`config.mk`:
```
export PLATFORM = sky130hd
export DESIGN_NAME = tx_cmd_dev_flat
export DESIGN_NICKNAME = d
export VERILOG_FILES = /design/src/txcmd_pkg.sv /design/src/txcmd_if.sv /design/src/tx_cmd_dev.sv /design/src/flat_wrapper.sv
export SDC_FILE = /design/constraint.sdc
export NUM_CORES = 1
export LEC_CHECK = 0
export BUFFER_PORTS_ARGS = -buffer_cell sky130_fd_sc_hd__buf_2
export CAP_MARGIN = 0
export CELL_PAD_IN_SITES_DETAIL_PLACEMENT = 1
export CELL_PAD_IN_SITES_GLOBAL_PLACEMENT = 2
export CORE_ASPECT_RATIO = 0.5
export CORE_MARGIN = 1
export CORE_UTILIZATION = 30
export CTS_CLUSTER_SIZE = 8
export DETAILED_ROUTE_END_ITERATION = 6
export HOLD_SLACK_MARGIN = 0.03
export PLACE_DENSITY = 0.8
export SETUP_SLACK_MARGIN = 0.4
export SLEW_MARGIN = 20
export SYNTH_ARGS = -nofsm -noshare
export SYNTH_HDL_FRONTEND = slang
export SYNTH_SLANG_ARGS = --single-unit
export TNS_END_PERCENT = 30
```
`constraint.sdc`:
```
create_clock -name MCLK -period 3.7 [get_ports MCLK]
set_input_delay 0.74 -clock MCLK [delete_from_list [all_inputs] [get_ports MCLK]]
set_output_delay 0.74 -clock MCLK [all_outputs]
set_load 0.1 [all_outputs]
```
`src/txcmd_pkg.sv`:
```
package txcmd_pkg;
  // Transmit standard codes
  localparam logic [3:0] STD_DISABLED = 4'h0;
  localparam logic [3:0] STD_V22BIS = 4'h1;
  localparam logic [3:0] STD_V22 = 4'h2;
  localparam logic [3:0] STD_B212 = 4'h3;
  localparam logic [3:0] STD_V23 = 4'h4;
  localparam logic [3:0] STD_V21 = 4'h5;
  localparam logic [3:0] STD_B103 = 4'h6;
  localparam logic [3:0] STD_TONE = 4'h7;
  // Field positions
  localparam int MODE_LSB = 0;
  localparam int GUARD_LSB = 4;
  localparam int ANSORIG_BIT = 7;
  localparam int ATTEN_LSB = 0;
  localparam int SCRAM_BIT = 5;
  localparam int BREAK_BIT = 6;
  localparam int RATE_BIT = 7;
  localparam int KIND_BIT = 0;
  localparam int DATA_LSB = 1;
  localparam int TXOFF_BIT = 7;
  // Attenuation limit and reset value, and the ones-run limit
  localparam logic [4:0] ATTEN_MAX = 5'h17;
  localparam logic [4:0] ATTEN_RESET = 5'h1F;
  localparam logic [6:0] RUN_LIMIT = 7'h40;
  // Guard tone codes
  localparam logic [1:0] GUARD_NONE = 2'h0;
  localparam logic [1:0] GUARD_550 = 2'h1;
  localparam logic [1:0] GUARD_1800 = 2'h3;
  // Symbol widths
  localparam logic [2:0] SYM_QUAD = 3'h4;
  localparam logic [2:0] SYM_DI = 3'h2;
  localparam logic [2:0] SYM_ONE = 3'h1;
  localparam logic [2:0] SYM_FSK = 3'h6;
  // Byte index in the mailbox
  localparam logic [1:0] IDX_MODE = 2'h0;
  localparam logic [1:0] IDX_PARAM = 2'h1;
  localparam logic [1:0] IDX_DATA = 2'h2;
endpackage

```
`src/txcmd_if.sv`:
```
`timescale 1ns/1ps
interface txcmd_if;
  logic wr;
  logic [1:0] idx;
  logic [7:0] wdata;
  logic word_done;
  modport ctrl (output wr, output idx, output wdata, input word_done);
  modport dev (input wr, input idx, input wdata, output word_done);
endinterface

```
`src/tx_cmd_dev.sv`:
```
// The implementer's own choices: the register offsets and the strobed register port.
`timescale 1ns/1ps
module tx_cmd_dev
  import txcmd_pkg::*;
(
  input wire MCLK,
  input wire NRST,
  txcmd_if.dev mb,
  output logic [3:0] TX_STANDARD,
  output logic TONE_MODE,
  output logic [1:0] GUARD_TONE,
  output logic ANSWER_ORIGINATE_SELECT,
  output logic TONE_LOW_SELECT,
  output logic SINGLE_TONE,
  output logic [3:0] TONE_PAIR,
  output logic [4:0] ATTENUATION,
  output logic TX_MUTE,
  output logic RATE_600,
  output logic [2:0] SYMBOL_BITS,
  output logic [3:0] SYMBOL_DATA,
  output logic SYMBOL_STROBE,
  output logic TX_BIT,
  output logic TX_BIT_VALID,
  output logic WORD_REJECT
);
  typedef struct packed {
    logic [7:0] mode_stage;
    logic [7:0] param_stage;
    logic [2:0] have;
    logic [7:0] mode;
    logic [7:0] param;
    logic [7:0] data;
    logic [16:0] scr;
    logic [6:0] ones;
    logic [5:0] fsk;
    logic [2:0] fsk_left;
    logic [3:0] sym;
    logic sym_stb;
    logic tbit;
    logic tbit_vld;
    logic reject;
    logic done;
  } state_t;

  state_t cur;
  state_t nxt;

  // Word validity: transmit kind, no reserved codes or bits
  function automatic logic word_ok(input logic [7:0] m, input logic [7:0] d);
    logic ok;
    ok = (d[KIND_BIT] == 1'b0);
    ok = ok && (m[3:0] <= STD_TONE);
    ok = ok && (m[5:4] != 2'h2);
    ok = ok && (m[6] == 1'b0);
    return ok;
  endfunction

  // One scrambler and ones-run breaker step, returns {bit, new state}
  function automatic logic [24:0] scram_step(input logic din, input logic [16:0] sr,
      input logic [6:0] run, input logic [7:0] p);
    logic b;
    logic o;
    logic [16:0] s;
    logic [6:0] r;
    b = din;
    if (p[BREAK_BIT] && run >= RUN_LIMIT) begin
      b = ~b;
    end
    if (p[SCRAM_BIT]) begin
      o = b ^ sr[13] ^ sr[16];
    end else begin
      o = b;
    end
    s = {sr[15:0], o};
    if (!o) begin
      r = 7'h0;
    end else if (run >= RUN_LIMIT) begin
      r = 7'h1;
    end else begin
      r = run + 7'h1;
    end
    return {o, s, r};
  endfunction

  // Next state
  always_comb begin
    logic [24:0] st;
    logic [2:0] n;
    st = '0;
    n = '0;
    nxt = cur;
    nxt.sym_stb = 1'b0;
    nxt.tbit_vld = 1'b0;
    nxt.done = 1'b0;
    // Drain one FSK sample per cycle, bit 1 first
    if (cur.fsk_left != 3'h0) begin
      nxt.tbit = cur.fsk[0];
      nxt.tbit_vld = 1'b1;
      nxt.fsk = {1'b0, cur.fsk[5:1]};
      nxt.fsk_left = cur.fsk_left - 3'h1;
    end
    // Collect bytes of the exchange
    if (mb.wr) begin
      unique case (mb.idx)
        IDX_MODE: begin
          nxt.mode_stage = mb.wdata;
          nxt.have = 3'h1;
        end
        IDX_PARAM: begin
          nxt.param_stage = mb.wdata;
          nxt.have = cur.have | 3'h2;
        end
        IDX_DATA: begin
          nxt.have = 3'h0;
          nxt.done = 1'b1;
          if (cur.have == 3'h3 && word_ok(cur.mode_stage, mb.wdata)) begin
            nxt.mode = cur.mode_stage;
            nxt.param = cur.param_stage;
            nxt.data = mb.wdata;
            nxt.reject = 1'b0;
            if (!mb.wdata[TXOFF_BIT]) begin
              unique case (cur.mode_stage[3:0])
                STD_V22BIS, STD_V22, STD_B212: begin
                  // One symbol per exchange
                  nxt.sym_stb = 1'b1;
                  n = (cur.mode_stage[3:0] == STD_V22BIS) ? SYM_QUAD :
                      (cur.mode_stage[3:0] == STD_V22 && cur.param_stage[RATE_BIT]) ? SYM_ONE : SYM_DI;
                  for (int i = 0; i < 4; i++) begin
                    st = scram_step(mb.wdata[DATA_LSB + i], nxt.scr, nxt.ones, cur.param_stage);
                    nxt.sym[i] = (i < int'(n)) ? st[24] : 1'b0;
                    if (i < int'(n)) begin
                      nxt.scr = st[23:7];
                      nxt.ones = st[6:0];
                    end
                  end
                end
                STD_V23, STD_V21, STD_B103: begin
                  nxt.fsk = mb.wdata[6:1];
                  nxt.fsk_left = SYM_FSK;
                end
                default: begin
                end
              endcase
            end
          end else begin
            nxt.reject = 1'b1;
          end
        end
        default: begin
        end
      endcase
    end
  end

  // State register
  always_ff @(posedge MCLK) begin
    if (!NRST) begin
      cur <= '0;
      cur.param <= {3'h0, ATTEN_RESET};
      cur.data <= 8'h80;
    end else begin
      cur <= nxt;
    end
  end

  // Outputs decoded from the applied word, with the WORD_REJECT and word_done flags
  logic tone;
  assign tone = (cur.mode[3:0] == STD_TONE);
  always_ff @(posedge MCLK) begin
    if (!NRST) begin
      TX_STANDARD <= STD_DISABLED;
      TONE_MODE <= 1'b0;
      GUARD_TONE <= GUARD_NONE;
      ANSWER_ORIGINATE_SELECT <= 1'b0;
      TONE_LOW_SELECT <= 1'b0;
      SINGLE_TONE <= 1'b0;
      TONE_PAIR <= 4'h0;
      ATTENUATION <= ATTEN_RESET;
      TX_MUTE <= 1'b1;
      RATE_600 <= 1'b0;
      SYMBOL_BITS <= 3'h0;
      SYMBOL_DATA <= 4'h0;
      SYMBOL_STROBE <= 1'b0;
      TX_BIT <= 1'b0;
      TX_BIT_VALID <= 1'b0;
      WORD_REJECT <= 1'b0;
      mb.word_done <= 1'b0;
    end else begin
      TX_STANDARD <= cur.mode[3:0];
      TONE_MODE <= tone;
      GUARD_TONE <= tone ? GUARD_NONE : cur.mode[5:4];
      ANSWER_ORIGINATE_SELECT <= !tone && cur.mode[ANSORIG_BIT];
      TONE_LOW_SELECT <= tone && cur.param[RATE_BIT] && cur.mode[ANSORIG_BIT];
      SINGLE_TONE <= tone && cur.param[RATE_BIT];
      TONE_PAIR <= tone ? cur.data[4:1] : 4'h0;
      ATTENUATION <= cur.param[4:0];
      TX_MUTE <= (cur.param[4:0] > ATTEN_MAX) || cur.data[TXOFF_BIT] ||
                 (cur.mode[3:0] == STD_DISABLED);
      RATE_600 <= !tone && cur.param[RATE_BIT];
      SYMBOL_BITS <= (cur.mode[3:0] == STD_V22BIS) ? SYM_QUAD :
                     (cur.mode[3:0] == STD_V22 && cur.param[RATE_BIT]) ? SYM_ONE :
                     (cur.mode[3:0] == STD_V22 || cur.mode[3:0] == STD_B212) ? SYM_DI : 3'h0;
      SYMBOL_DATA <= cur.sym;
      SYMBOL_STROBE <= cur.sym_stb;
      TX_BIT <= cur.tbit;
      TX_BIT_VALID <= cur.tbit_vld;
      WORD_REJECT <= cur.reject;
      mb.word_done <= cur.done;
    end
  end
endmodule

```
`src/flat_wrapper.sv`:
```
// flat-port wrapper written by rule: the top's interface ports become plain ports
module tx_cmd_dev_flat import txcmd_pkg::*;
  (MCLK, NRST, TX_STANDARD, TONE_MODE, GUARD_TONE, ANSWER_ORIGINATE_SELECT, TONE_LOW_SELECT, SINGLE_TONE, TONE_PAIR, ATTENUATION, TX_MUTE, RATE_600, SYMBOL_BITS, SYMBOL_DATA, SYMBOL_STROBE, TX_BIT, TX_BIT_VALID, WORD_REJECT, mb_wr, mb_idx, mb_wdata, mb_word_done);
  txcmd_if mb_i ();
  input wire MCLK;
  input wire NRST;
  output logic [3:0] TX_STANDARD;
  output logic TONE_MODE;
  output logic [1:0] GUARD_TONE;
  output logic ANSWER_ORIGINATE_SELECT;
  output logic TONE_LOW_SELECT;
  output logic SINGLE_TONE;
  output logic [3:0] TONE_PAIR;
  output logic [4:0] ATTENUATION;
  output logic TX_MUTE;
  output logic RATE_600;
  output logic [2:0] SYMBOL_BITS;
  output logic [3:0] SYMBOL_DATA;
  output logic SYMBOL_STROBE;
  output logic TX_BIT;
  output logic TX_BIT_VALID;
  output logic WORD_REJECT;
  input wire logic [$bits(mb_i.wr)-1:0] mb_wr;
  input wire logic [$bits(mb_i.idx)-1:0] mb_idx;
  input wire logic [$bits(mb_i.wdata)-1:0] mb_wdata;
  output wire logic [$bits(mb_i.word_done)-1:0] mb_word_done;
  assign mb_i.wr = mb_wr;
  assign mb_i.idx = mb_idx;
  assign mb_i.wdata = mb_wdata;
  assign mb_word_done = mb_i.word_done;
  tx_cmd_dev u_core (.MCLK(MCLK), .NRST(NRST), .mb(mb_i), .TX_STANDARD(TX_STANDARD), .TONE_MODE(TONE_MODE), .GUARD_TONE(GUARD_TONE), .ANSWER_ORIGINATE_SELECT(ANSWER_ORIGINATE_SELECT), .TONE_LOW_SELECT(TONE_LOW_SELECT), .SINGLE_TONE(SINGLE_TONE), .TONE_PAIR(TONE_PAIR), .ATTENUATION(ATTENUATION), .TX_MUTE(TX_MUTE), .RATE_600(RATE_600), .SYMBOL_BITS(SYMBOL_BITS), .SYMBOL_DATA(SYMBOL_DATA), .SYMBOL_STROBE(SYMBOL_STROBE), .TX_BIT(TX_BIT), .TX_BIT_VALID(TX_BIT_VALID), .WORD_REJECT(WORD_REJECT));
endmodule
```
==> metrics.txt, run 1 <==
# TYPE chip_impl_metric gauge
chip_impl_metric{name="total_power",unit="mW"} 2.604
chip_impl_metric{name="drc",unit=""} 0
chip_impl_info{name="worstSetupPathType",value="register to register"} 1
chip_impl_info{name="timing.critical_path.cells",value="xnor2_4 > nor3_4 > nor2_4 > mux2i_2 > buf_4 > inv_2 > ha_4 > nand2_4 > o32ai_4 > inv_2 > ha_4 > a31oi_4 > inv_1 > ha_2 > nor2b_2 > and3_1 > nor3_1 > o21a_1"} 1
chip_impl_metric{name="clock_tree.htree_level_count",unit=""} 3
chip_impl_info{name="timing.critical_path.to_type",value="register"} 1
chip_impl_info{name="slowest_stage",value="sky130_fd_sc_hd__dfxtp_4"} 1
chip_impl_metric{name="clock_sink_count",unit=""} 111
chip_impl_metric{name="cp_data_required_time",unit="ps"} 3960
chip_impl_metric{name="first_global_vias",unit=""} 4994
chip_impl_metric{name="synth_adder_area_share",unit=""} 0.03188
chip_impl_metric{name="final.fill_count",unit=""} 2099
chip_impl_metric{name="via_count",unit=""} 4994
chip_impl_metric{name="post_synth_num_cell_types",unit=""} 75
chip_impl_metric{name="maxClockFrequency",unit="MHz"} 294.8
chip_impl_metric{name="power.density_cell_area",unit="nW/um2"} 376.9
chip_impl_metric{name="net_count_synth",unit=""} 678
chip_impl_metric{name="antenna_violating_nets_post_route",unit=""} 0
chip_impl_metric{name="finalClockSkew",unit="ps"} 12.99
chip_impl_metric{name="clk_pin_slew",unit="ps"} 90
chip_impl_metric{name="finish.cell_count_without_fillers",unit=""} 966
chip_impl_metric{name="die_x",unit="um"} 193.4
chip_impl_metric{name="io_pins",unit=""} 46
chip_impl_metric{name="setup-violations-final",unit=""} 0
chip_impl_metric{name="synth-edff-count",unit=""} 0
chip_impl_metric{name="drt-initial-drc-count",unit=""} 290
chip_impl_metric{name="ys_async_sr_fraction",unit=""} 0
chip_impl_metric{name="worst_slew_pin_slew",unit="ps"} 666.2
chip_impl_metric{name="grt_pass1_wl",unit="um"} 26450
chip_impl_metric{name="synth.mux.area_fraction",unit=""} 0.06194
chip_impl_metric{name="finalHoldViolations",unit=""} 0
chip_impl_metric{name="slowest_delay",unit="ps"} 390
chip_impl_info{name="synth_top_flop_cell",value="sky130_fd_sc_hd__dfxtp_1"} 1
chip_impl_metric{name="drv.max_cap_violation_count",unit=""} 0
chip_impl_metric{name="max-vdd-ir-drop",unit="V"} 0.0002305
chip_impl_metric{name="gp_congestion",unit=""} 0.8466
chip_impl_info{name="outcome",value="complete, no violations"} 1
chip_impl_info{name="synth_area_leaders",value="sky130_fd_sc_hd__dfxtp_1 (40%), sky130_fd_sc_hd__nand2_1 (7.7%), sky130_fd_sc_hd__a21oi_1 (5.9%)"} 1
chip_impl_metric{name="via_per_inst",unit=""} 5.170
chip_impl_metric{name="synth.cell_area",unit="um2"} 5494
chip_impl_info{name="root_buffer_cell",value="sky130_fd_sc_hd__clkbuf_16"} 1
chip_impl_metric{name="synth_xor_area_frac",unit=""} 0.03029
chip_impl_metric{name="post_synth_and_or_nand_nor_area_fraction",unit=""} 0.2501
chip_impl_metric{name="synth_sequential_area_ratio",unit=""} 0.4045
chip_impl_metric{name="io_buffer_count",unit=""} 45
chip_impl_metric{name="place.detailed.hpwl",unit="um"} 11560
chip_impl_metric{name="floorplan.initialDensity",unit=""} 0.3112
chip_impl_metric{name="post-route-util",unit=""} 0.3913
chip_impl_metric{name="crit_fanout",unit=""} 3
chip_impl_metric{name="period_share",unit=""} 0.9168
chip_impl_metric{name="final_max_slew_viol_count",unit=""} 0
chip_impl_metric{name="area_fraction_in_compound_gates_after_synthesis",unit=""} 0.1772
chip_impl_metric{name="yosys_register_bits",unit=""} 111
chip_impl_metric{name="clock_latency",unit="ps"} 360
chip_impl_metric{name="antenna_found_initial",unit=""} 0
chip_impl_info{name="hold_path_class",value="register to register"} 1
chip_impl_metric{name="die_height",unit="um"} 97.69
chip_impl_metric{name="fp.coreArea",unit="um2"} 17650
chip_impl_metric{name="globalRouteOverflowTotal",unit=""} 0
chip_impl_metric{name="placedCellCount",unit=""} 940
chip_impl_metric{name="syn_to_final_growth",unit="%"} 25.73
chip_impl_metric{name="drt_pre_antenna_iters",unit=""} 6
chip_impl_metric{name="grtUsageTotal",unit=""} 0.1738
chip_impl_metric{name="multiInputGateArea",unit="um2"} 3326
chip_impl_metric{name="grt_max_degree",unit=""} 34
chip_impl_metric{name="synth.avg_cell_area",unit="um2"} 8.439
chip_impl_metric{name="postRouteWirelength",unit="um"} 16420
chip_impl_info{name="synth_top_cell_by_area",value="sky130_fd_sc_hd__dfxtp_1"} 1
chip_impl_info{name="synth_top_family_by_area",value="simple AND/OR/NAND/NOR gates"} 1
chip_impl_metric{name="dieArea",unit="um2"} 18890
chip_impl_metric{name="worst-endpoint-arrival",unit="ps"} 3650
chip_impl_metric{name="final_layout_size_suffix_gt1_frac",unit=""} 0.2732
chip_impl_metric{name="power_leakage",unit="nW"} 2.671
chip_impl_metric{name="nets",unit=""} 754
chip_impl_metric{name="synthCells",unit=""} 651
chip_impl_metric{name="sequential_cell_area",unit="um2"} 2235
chip_impl_metric{name="num_rows",unit=""} 34
chip_impl_metric{name="detail_route.wl_per_cell",unit="um"} 17.00
chip_impl_metric{name="ys.warnings.count",unit=""} 0
chip_impl_metric{name="cts-buffers-inserted",unit=""} 9
chip_impl_metric{name="relSlewSlack",unit=""} 0.5525
chip_impl_info{name="rsz0062_at_grt",value="yes"} 1
chip_impl_info{name="tritoncts",value="built"} 1
chip_impl_metric{name="final_period_minus_worst_setup_slack",unit="ps"} 3392
chip_impl_info{name="crit_path_start_kind",value="register"} 1
chip_impl_metric{name="clk_path_buf_depth",unit=""} 2
chip_impl_metric{name="fin_setup_tns",unit="ps"} 0
chip_impl_metric{name="synth_top_cell_area_share",unit=""} 0.4045
chip_impl_metric{name="antenna-diode-count",unit=""} 0
final cells by class:
cell class / count / share of cell area
multi-input cells: 481 / 0.4814
flip-flops and latches: 111 / 0.3235
repair buffers: 104 / 0.09672
well taps: 234 / 0.04238
clock buffers: 9 / 0.03260
clock inverters: 7 / 0.01250
inverters: 20 / 0.01087
sequential cells by signal, indices dropped and copies added (netlist names):
register	count
u_core.ATTENUATION	5
u_core.SYMBOL_STROBE	1
u_core.ANSWER_ORIGINATE_SELECT	1
u_core.TONE_LOW_SELECT	1
u_core.RATE_600	1
u_core.WORD_REJECT	1
u_core.TONE_MODE	1
u_core.TX_BIT	1
u_core.TX_STANDARD	4
u_core.SYMBOL_DATA	4
u_core.TX_MUTE	1
u_core.cur	78
u_core.TONE_PAIR	4
u_core.SYMBOL_BITS	3
u_core.TX_BIT_VALID	1
u_core.mb.word_done	1
u_core.GUARD_TONE	2
u_core.SINGLE_TONE	1
routing by layer:
metal	up-vias	global-route usage	wire (um)
met2	79	0.3016	7911
met4	0	0.03200	123
met1	2471	0.2301	7849
met5	-	0	0
met3	10	0.02638	538
li1	2434	-	-
per-stage QoR:
stage	hold WS (ps)	worst slack, ps	instance area, um2
floorplan	409.9	148.9	5585
global placement	414.5	101.0	6294
detailed placement	424.5	-45.18	6294
CTS	446.0	324.6	6789
global route	461.2	168.8	6908
finish	438.5	308.0	6908
worst paths after layout:
kind                   from                   to  slack (ps)  cells after the start
max          u_core.cur[41]       u_core.cur[22]         310                     18
min           u_core.cur[2]  u_core.TX_BIT_VALID         440                      1
max reg2reg  u_core.cur[41]       u_core.cur[22]         310                     18
min reg2reg   u_core.cur[2]  u_core.TX_BIT_VALID         440                      1
cells in the mapped netlist (all sizes together) (2+ instances only):
cell type and n:
or3 5, a21boi 4, clkbuf 30, mux2i 7, o21ai 21, o211ai 3, xor2 7, xnor2 12
o22a 3, nor2b 6, or4 2, mux2 2, buf 9, a311oi 6, dfxtp 111, nor4b 3
nor3 15, ha 14, mux4 11, a21oi 65, inv 19, a211oi 8, nand3b 2, nand2 113
a22o 5, o22ai 7, o21bai 2, nor2 45, nand2b 8, and2 21, nand3 32, o31ai 2
nor4 6, o21a 4, nand4 2, and3 10, a31oi 5, or2 3, a211o 2
layout by cell type, fill, tap and decap left out, types with 3 or more instances in the layout:
| cell | count |
|---|---|
| sky130_fd_sc_hd__nand2_1 | 111 |
| sky130_fd_sc_hd__dfxtp_1 | 105 |
| sky130_fd_sc_hd__a21oi_1 | 60 |
| sky130_fd_sc_hd__buf_4 | 59 |
| sky130_fd_sc_hd__buf_2 | 45 |
| sky130_fd_sc_hd__nor2_1 | 43 |
| sky130_fd_sc_hd__nand3_1 | 31 |
| sky130_fd_sc_hd__and2_1 | 19 |
| sky130_fd_sc_hd__o21ai_0 | 17 |
| sky130_fd_sc_hd__inv_1 | 16 |
| sky130_fd_sc_hd__nor3_1 | 11 |
| sky130_fd_sc_hd__mux4_2 | 11 |
| sky130_fd_sc_hd__xnor2_1 | 10 |
| sky130_fd_sc_hd__and3_1 | 9 |
| sky130_fd_sc_hd__ha_1 | 9 |
| sky130_fd_sc_hd__clkbuf_16 | 9 |
| sky130_fd_sc_hd__nand2b_1 | 8 |
| sky130_fd_sc_hd__xor2_1 | 6 |
| sky130_fd_sc_hd__a311oi_1 | 6 |
| sky130_fd_sc_hd__a211oi_1 | 5 |
| sky130_fd_sc_hd__a21oi_2 | 5 |
| sky130_fd_sc_hd__a22o_1 | 5 |
| sky130_fd_sc_hd__nor2b_1 | 5 |
| sky130_fd_sc_hd__mux2i_1 | 5 |
| sky130_fd_sc_hd__nor4_1 | 4 |
| sky130_fd_sc_hd__or3_1 | 4 |
| sky130_fd_sc_hd__o21a_1 | 4 |
| sky130_fd_sc_hd__ha_4 | 4 |
| sky130_fd_sc_hd__dfxtp_2 | 4 |
| sky130_fd_sc_hd__inv_2 | 3 |
| sky130_fd_sc_hd__a31oi_1 | 3 |
| sky130_fd_sc_hd__o22ai_2 | 3 |
| sky130_fd_sc_hd__a211oi_2 | 3 |
| sky130_fd_sc_hd__o22ai_1 | 3 |
| sky130_fd_sc_hd__or2_2 | 3 |
| sky130_fd_sc_hd__o211ai_1 | 3 |
| sky130_fd_sc_hd__inv_6 | 3 |
power by group:
part           total, mW  internal (mW)  switching, mW
Combinational      0.324          0.111          0.213
Clock               1.03          0.492          0.539
Sequential          1.25           1.23         0.0193
worst max-delay path: cells and delay by family (launching register included):
kind | cells | cell delay (ps)
flip-flops | 1 | 390
XOR/XNOR | 1 | 220
buffers and inverters | 4 | 360
multiplexers | 1 | 270
AO/OA/AOI/OAI | 3 | 570
adder cells (fa/ha/maj) | 3 | 720
AND/OR/NAND/NOR | 6 | 740
cells by family after synthesis:
logic type | after synthesis
compound gates | 149
xor+xnor | 19
fa+ha+maj | 14
buf+inv | 59
flops | 111
mux | 20
simple gates | 279
repair_timing:
action	CTS	global route
endpoints found under the setup margin	9	9
hold buffers	0	0
pin swaps	12	7
gates resized for setup	27	19
setup buffers	7	3
Note: power is estimated with default switching activity, not from simulation.
==> run 2, diff against run 1 <==
Settings changed: ABC_AREA from default to 1, PLACE_DENSITY 0.8 to 0.83.
==> metrics.txt, run 2 <==
# TYPE chip_impl_metric gauge
chip_impl_metric{name="power_leakage",unit="nW"} 2.896
chip_impl_metric{name="design_internal_power",unit="mW"} 1.801
chip_impl_metric{name="die_height",unit="um"} 96.58
chip_impl_metric{name="final_layout_size_suffix_gt1_frac",unit=""} 0.2328
chip_impl_metric{name="finalHoldViolations",unit=""} 0
chip_impl_metric{name="pwr-share-comb",unit=""} 0.116
chip_impl_metric{name="cts-hold-fix-buffers",unit=""} 0
chip_impl_info{name="critical_path.most_common_cell",value="sky130_fd_sc_hd__nand2_4"} 1
chip_impl_metric{name="via_per_inst",unit=""} 4.661
chip_impl_metric{name="syn_to_final_growth",unit="%"} 21.94
chip_impl_metric{name="sequential_cell_area",unit="um2"} 2236
chip_impl_metric{name="antenna_violating_nets_post_route",unit=""} 0
chip_impl_metric{name="placedCellCount",unit=""} 1004
chip_impl_metric{name="grtUsageTotal",unit=""} 0.1617
chip_impl_metric{name="fp.coreArea",unit="um2"} 17440
chip_impl_metric{name="ys.warnings.count",unit=""} 0
chip_impl_metric{name="finalInstanceArea",unit="um2"} 6544
chip_impl_metric{name="place.detailed.hpwl",unit="um"} 10640
chip_impl_metric{name="power.switching_fraction",unit=""} 0.2872
chip_impl_metric{name="io_buffer_count",unit=""} 45
chip_impl_metric{name="final.fill_count",unit=""} 2159
chip_impl_info{name="tritoncts",value="built"} 1
chip_impl_metric{name="detail_route.wl_per_cell",unit="um"} 14.05
chip_impl_metric{name="clk_path_buf_depth",unit=""} 2
chip_impl_metric{name="drt_pre_antenna_iters",unit=""} 7
chip_impl_metric{name="dp_worst_setup_slack",unit="ps"} -9.055
chip_impl_metric{name="crit_fanout",unit=""} 6
chip_impl_metric{name="drt-initial-drc-count",unit=""} 245
chip_impl_info{name="synth_top_flop_cell",value="sky130_fd_sc_hd__dfxtp_1"} 1
chip_impl_metric{name="via_count",unit=""} 4815
chip_impl_metric{name="setup-violations-final",unit=""} 0
chip_impl_metric{name="period_share",unit=""} 0.8641
chip_impl_info{name="synth_area_leaders",value="sky130_fd_sc_hd__dfxtp_1 (41%), sky130_fd_sc_hd__nand2_1 (9.8%), sky130_fd_sc_hd__inv_1 (7.6%)"} 1
chip_impl_metric{name="clock_latency",unit="ps"} 350
chip_impl_metric{name="max-vdd-ir-drop",unit="V"} 0.0002119
chip_impl_info{name="yosysMostFrequentCell",value="sky130_fd_sc_hd__nand2_1"} 1
chip_impl_metric{name="grt_max_degree",unit=""} 36
chip_impl_metric{name="power.sequential.fraction",unit=""} 0.494
chip_impl_metric{name="net_count_synth",unit=""} 758
chip_impl_metric{name="fin_setup_tns",unit="ps"} 0
chip_impl_metric{name="antenna-diode-count",unit=""} 0
chip_impl_metric{name="synth.avg_cell_area",unit="um2"} 7.341
chip_impl_metric{name="total_power",unit="mW"} 2.527
chip_impl_metric{name="holdWs",unit="ps"} 423.4
chip_impl_info{name="synth_top_cell_by_area",value="sky130_fd_sc_hd__dfxtp_1"} 1
chip_impl_metric{name="clock_tree.htree_level_count",unit=""} 3
chip_impl_metric{name="slowest_delay",unit="ps"} 250
chip_impl_metric{name="dieArea",unit="um2"} 18460
chip_impl_metric{name="gp_congestion",unit=""} 0.7920
chip_impl_info{name="worstSetupPathType",value="input port to register"} 1
chip_impl_metric{name="drc",unit=""} 2
chip_impl_metric{name="finish.cell_count_without_fillers",unit=""} 1033
chip_impl_metric{name="drv.max_cap_violation_count",unit=""} 0
chip_impl_info{name="reg_top3",value="u_core.cur: 78 flops, u_core.ATTENUATION: 5 flops"} 1
chip_impl_metric{name="cts-buffers-inserted",unit=""} 9
chip_impl_metric{name="clk_pin_slew",unit="ps"} 80
chip_impl_metric{name="crit_path_buffers_inverters",unit=""} 3
chip_impl_metric{name="maxClockFrequency",unit="MHz"} 312.8
chip_impl_metric{name="globalRouteOverflowTotal",unit=""} 0
chip_impl_metric{name="final_period_minus_worst_setup_slack",unit="ps"} 3197
chip_impl_metric{name="postRouteWirelength",unit="um"} 14510
chip_impl_info{name="outcome",value="finished, violations left"} 1
chip_impl_metric{name="timing.final.ws_setup",unit="ps"} 502.9
chip_impl_metric{name="ys_async_sr_fraction",unit=""} 0
chip_impl_info{name="crit_path_start_kind",value="input port"} 1
chip_impl_metric{name="nets",unit=""} 821
chip_impl_metric{name="synth.cell_area",unit="um2"} 5366
chip_impl_metric{name="num_rows",unit=""} 34
chip_impl_info{name="failed_checks",value="DRC"} 1
chip_impl_metric{name="synthCells",unit=""} 731
chip_impl_metric{name="finalClockSkew",unit="ps"} 7.469
chip_impl_info{name="layout_common_cells",value="sky130_fd_sc_hd__nand2_1 (126), sky130_fd_sc_hd__dfxtp_1 (106), sky130_fd_sc_hd__inv_1 (105), sky130_fd_sc_hd__nor2_1 (77), sky130_fd_sc_hd__o21ai_0 (63)"} 1
chip_impl_metric{name="final_max_slew_viol_count",unit=""} 0
chip_impl_metric{name="synth-edff-count",unit=""} 0
chip_impl_metric{name="power.switching",unit="mW"} 0.7257
chip_impl_info{name="root_buffer_cell",value="sky130_fd_sc_hd__clkbuf_16"} 1
chip_impl_info{name="rsz0062_at_grt",value="yes"} 1
chip_impl_info{name="max_flop_register",value="u_core.cur"} 1
chip_impl_metric{name="relSlewSlack",unit=""} 0.4864
chip_impl_metric{name="multiInputGateArea",unit="um2"} 2776
chip_impl_metric{name="floorplan.initialDensity",unit=""} 0.3077
chip_impl_metric{name="cp_data_required_time",unit="ps"} 3990
chip_impl_metric{name="antenna_found_initial",unit=""} 0
chip_impl_metric{name="first_global_vias",unit=""} 4658
chip_impl_metric{name="yosys_register_bits",unit=""} 111
chip_impl_info{name="timing.critical_path.to_type",value="register"} 1
chip_impl_metric{name="post-route-util",unit=""} 0.3752
chip_impl_metric{name="max_ffs_per_register",unit=""} 78
chip_impl_metric{name="power.share.clock",unit=""} 0.390
chip_impl_metric{name="synth_top_cell_area_share",unit=""} 0.4141
chip_impl_info{name="synth.top_cells.by_count",value="sky130_fd_sc_hd__nand2_1 (140), sky130_fd_sc_hd__dfxtp_1 (111), sky130_fd_sc_hd__inv_1 (108)"} 1
chip_impl_metric{name="grt_pass1_wl",unit="um"} 23630
chip_impl_metric{name="io_pins",unit=""} 46
chip_impl_metric{name="synth_sequential_area_ratio",unit=""} 0.4141
chip_impl_metric{name="post_synth_num_cell_types",unit=""} 48
chip_impl_metric{name="worst-endpoint-arrival",unit="ps"} 3490
chip_impl_metric{name="power.density_cell_area",unit="nW/um2"} 386.1
chip_impl_info{name="cpLargestDelayFamily",value="simple AND/OR/NAND/NOR gates"} 1
chip_impl_metric{name="placed_area",unit="um2"} 5921
chip_impl_info{name="slowest_stage",value="sky130_fd_sc_hd__ha_4"} 1
chip_impl_metric{name="die_x",unit="um"} 191.1
chip_impl_metric{name="clock_sink_count",unit=""} 111
chip_impl_info{name="hold_path_class",value="register to register"} 1
chip_impl_metric{name="worst_slew_pin_slew",unit="ps"} 765.7
chip_impl_info{name="final_common_cell",value="sky130_fd_sc_hd__nand2_1"} 1
-- run 2: cell count changes after synthesis, sizes merged, moves of 10 or more --
cell,change
a21oi,-21
and2,-21
and3,-10
clkbuf,-11
inv,+98
mux4,-11
nand2,+38
nor2,+48
nor3,-10
o21ai,+49
xnor2,-10
-- run 2: power groups by stage --
| stage | clock (mW) | sequential (mW) | combinational (mW) |
|---|---|---|---|
| finish | 0.985 | 1.25 | 0.294 |
| global route | 1.06 | 1.25 | 0.331 |
| detailed placement | 0 | 1.28 | 0.279 |
| floorplan | 0 | 1.31 | 0.164 |
| CTS | 1.02 | 1.25 | 0.284 |
| global placement | 0 | 1.28 | 0.274 |
-- run 2: per-layer routing --
metal / vias up / GRT usage / share of wire
met5: - / 0 / 0
met4: 0 / 0.04167 / 0.011
met3: 12 / 0.02384 / 0.021
met2: 58 / 0.2784 / 0.46
met1: 2270 / 0.2134 / 0.50
li1: 2475 / - / -
-- run 2: final cells by class --
| class | count | area share |
|---|---|---|
| repair buffers | 77 | 0.07342 |
| clock buffers | 9 | 0.03442 |
| clock inverters | 7 | 0.01300 |
| inverters | 118 | 0.06845 |
| well taps | 234 | 0.04474 |
| multi-input cells | 477 | 0.4243 |
| flip-flops and latches | 111 | 0.3417 |
-- run 2: worst paths after layout --
| kind | startpoint | end | slack, ps | depth (start not counted) |
|---|---|---|---|---|
| setup reg to reg | u_core.cur[24] | u_core.cur[21] | 530 | 23 |
| setup / recovery | mb_wdata[1] | u_core.cur[21] | 500 | 25 |
| hold reg to reg | u_core.cur[2] | u_core.TX_BIT_VALID | 420 | 2 |
| hold / removal | u_core.cur[2] | u_core.TX_BIT_VALID | 420 | 2 |
-- run 2: cell families after synthesis --
family                     count (synthesis)  synth area share
and+or+nand+nor                          304            0.2712
AOI/OAI and AO/OA                        154            0.1709
buffers and inverters                    143            0.1024
DFF                                      111            0.4141
adders and majority gates                 14           0.03264
muxes                                      3          0.005596
xor gates and xnor gates                   2          0.003265
-- run 2: worst min-delay path: cells and delay by family (launching register included) --
family / cells / cell delay, ps
buffers and inverters: 1 / 40
AND/OR/NAND/NOR: 1 / 50
flip-flops: 1 / 310
-- run 2: timing repair --
action                                 CTS  global route
pin swaps                                0            26
cloned                                   0             0
buffers inserted                         0            13
resized for setup                        5            55
endpoints found under the hold margin    0             0
setup endpoints to repair                6             9
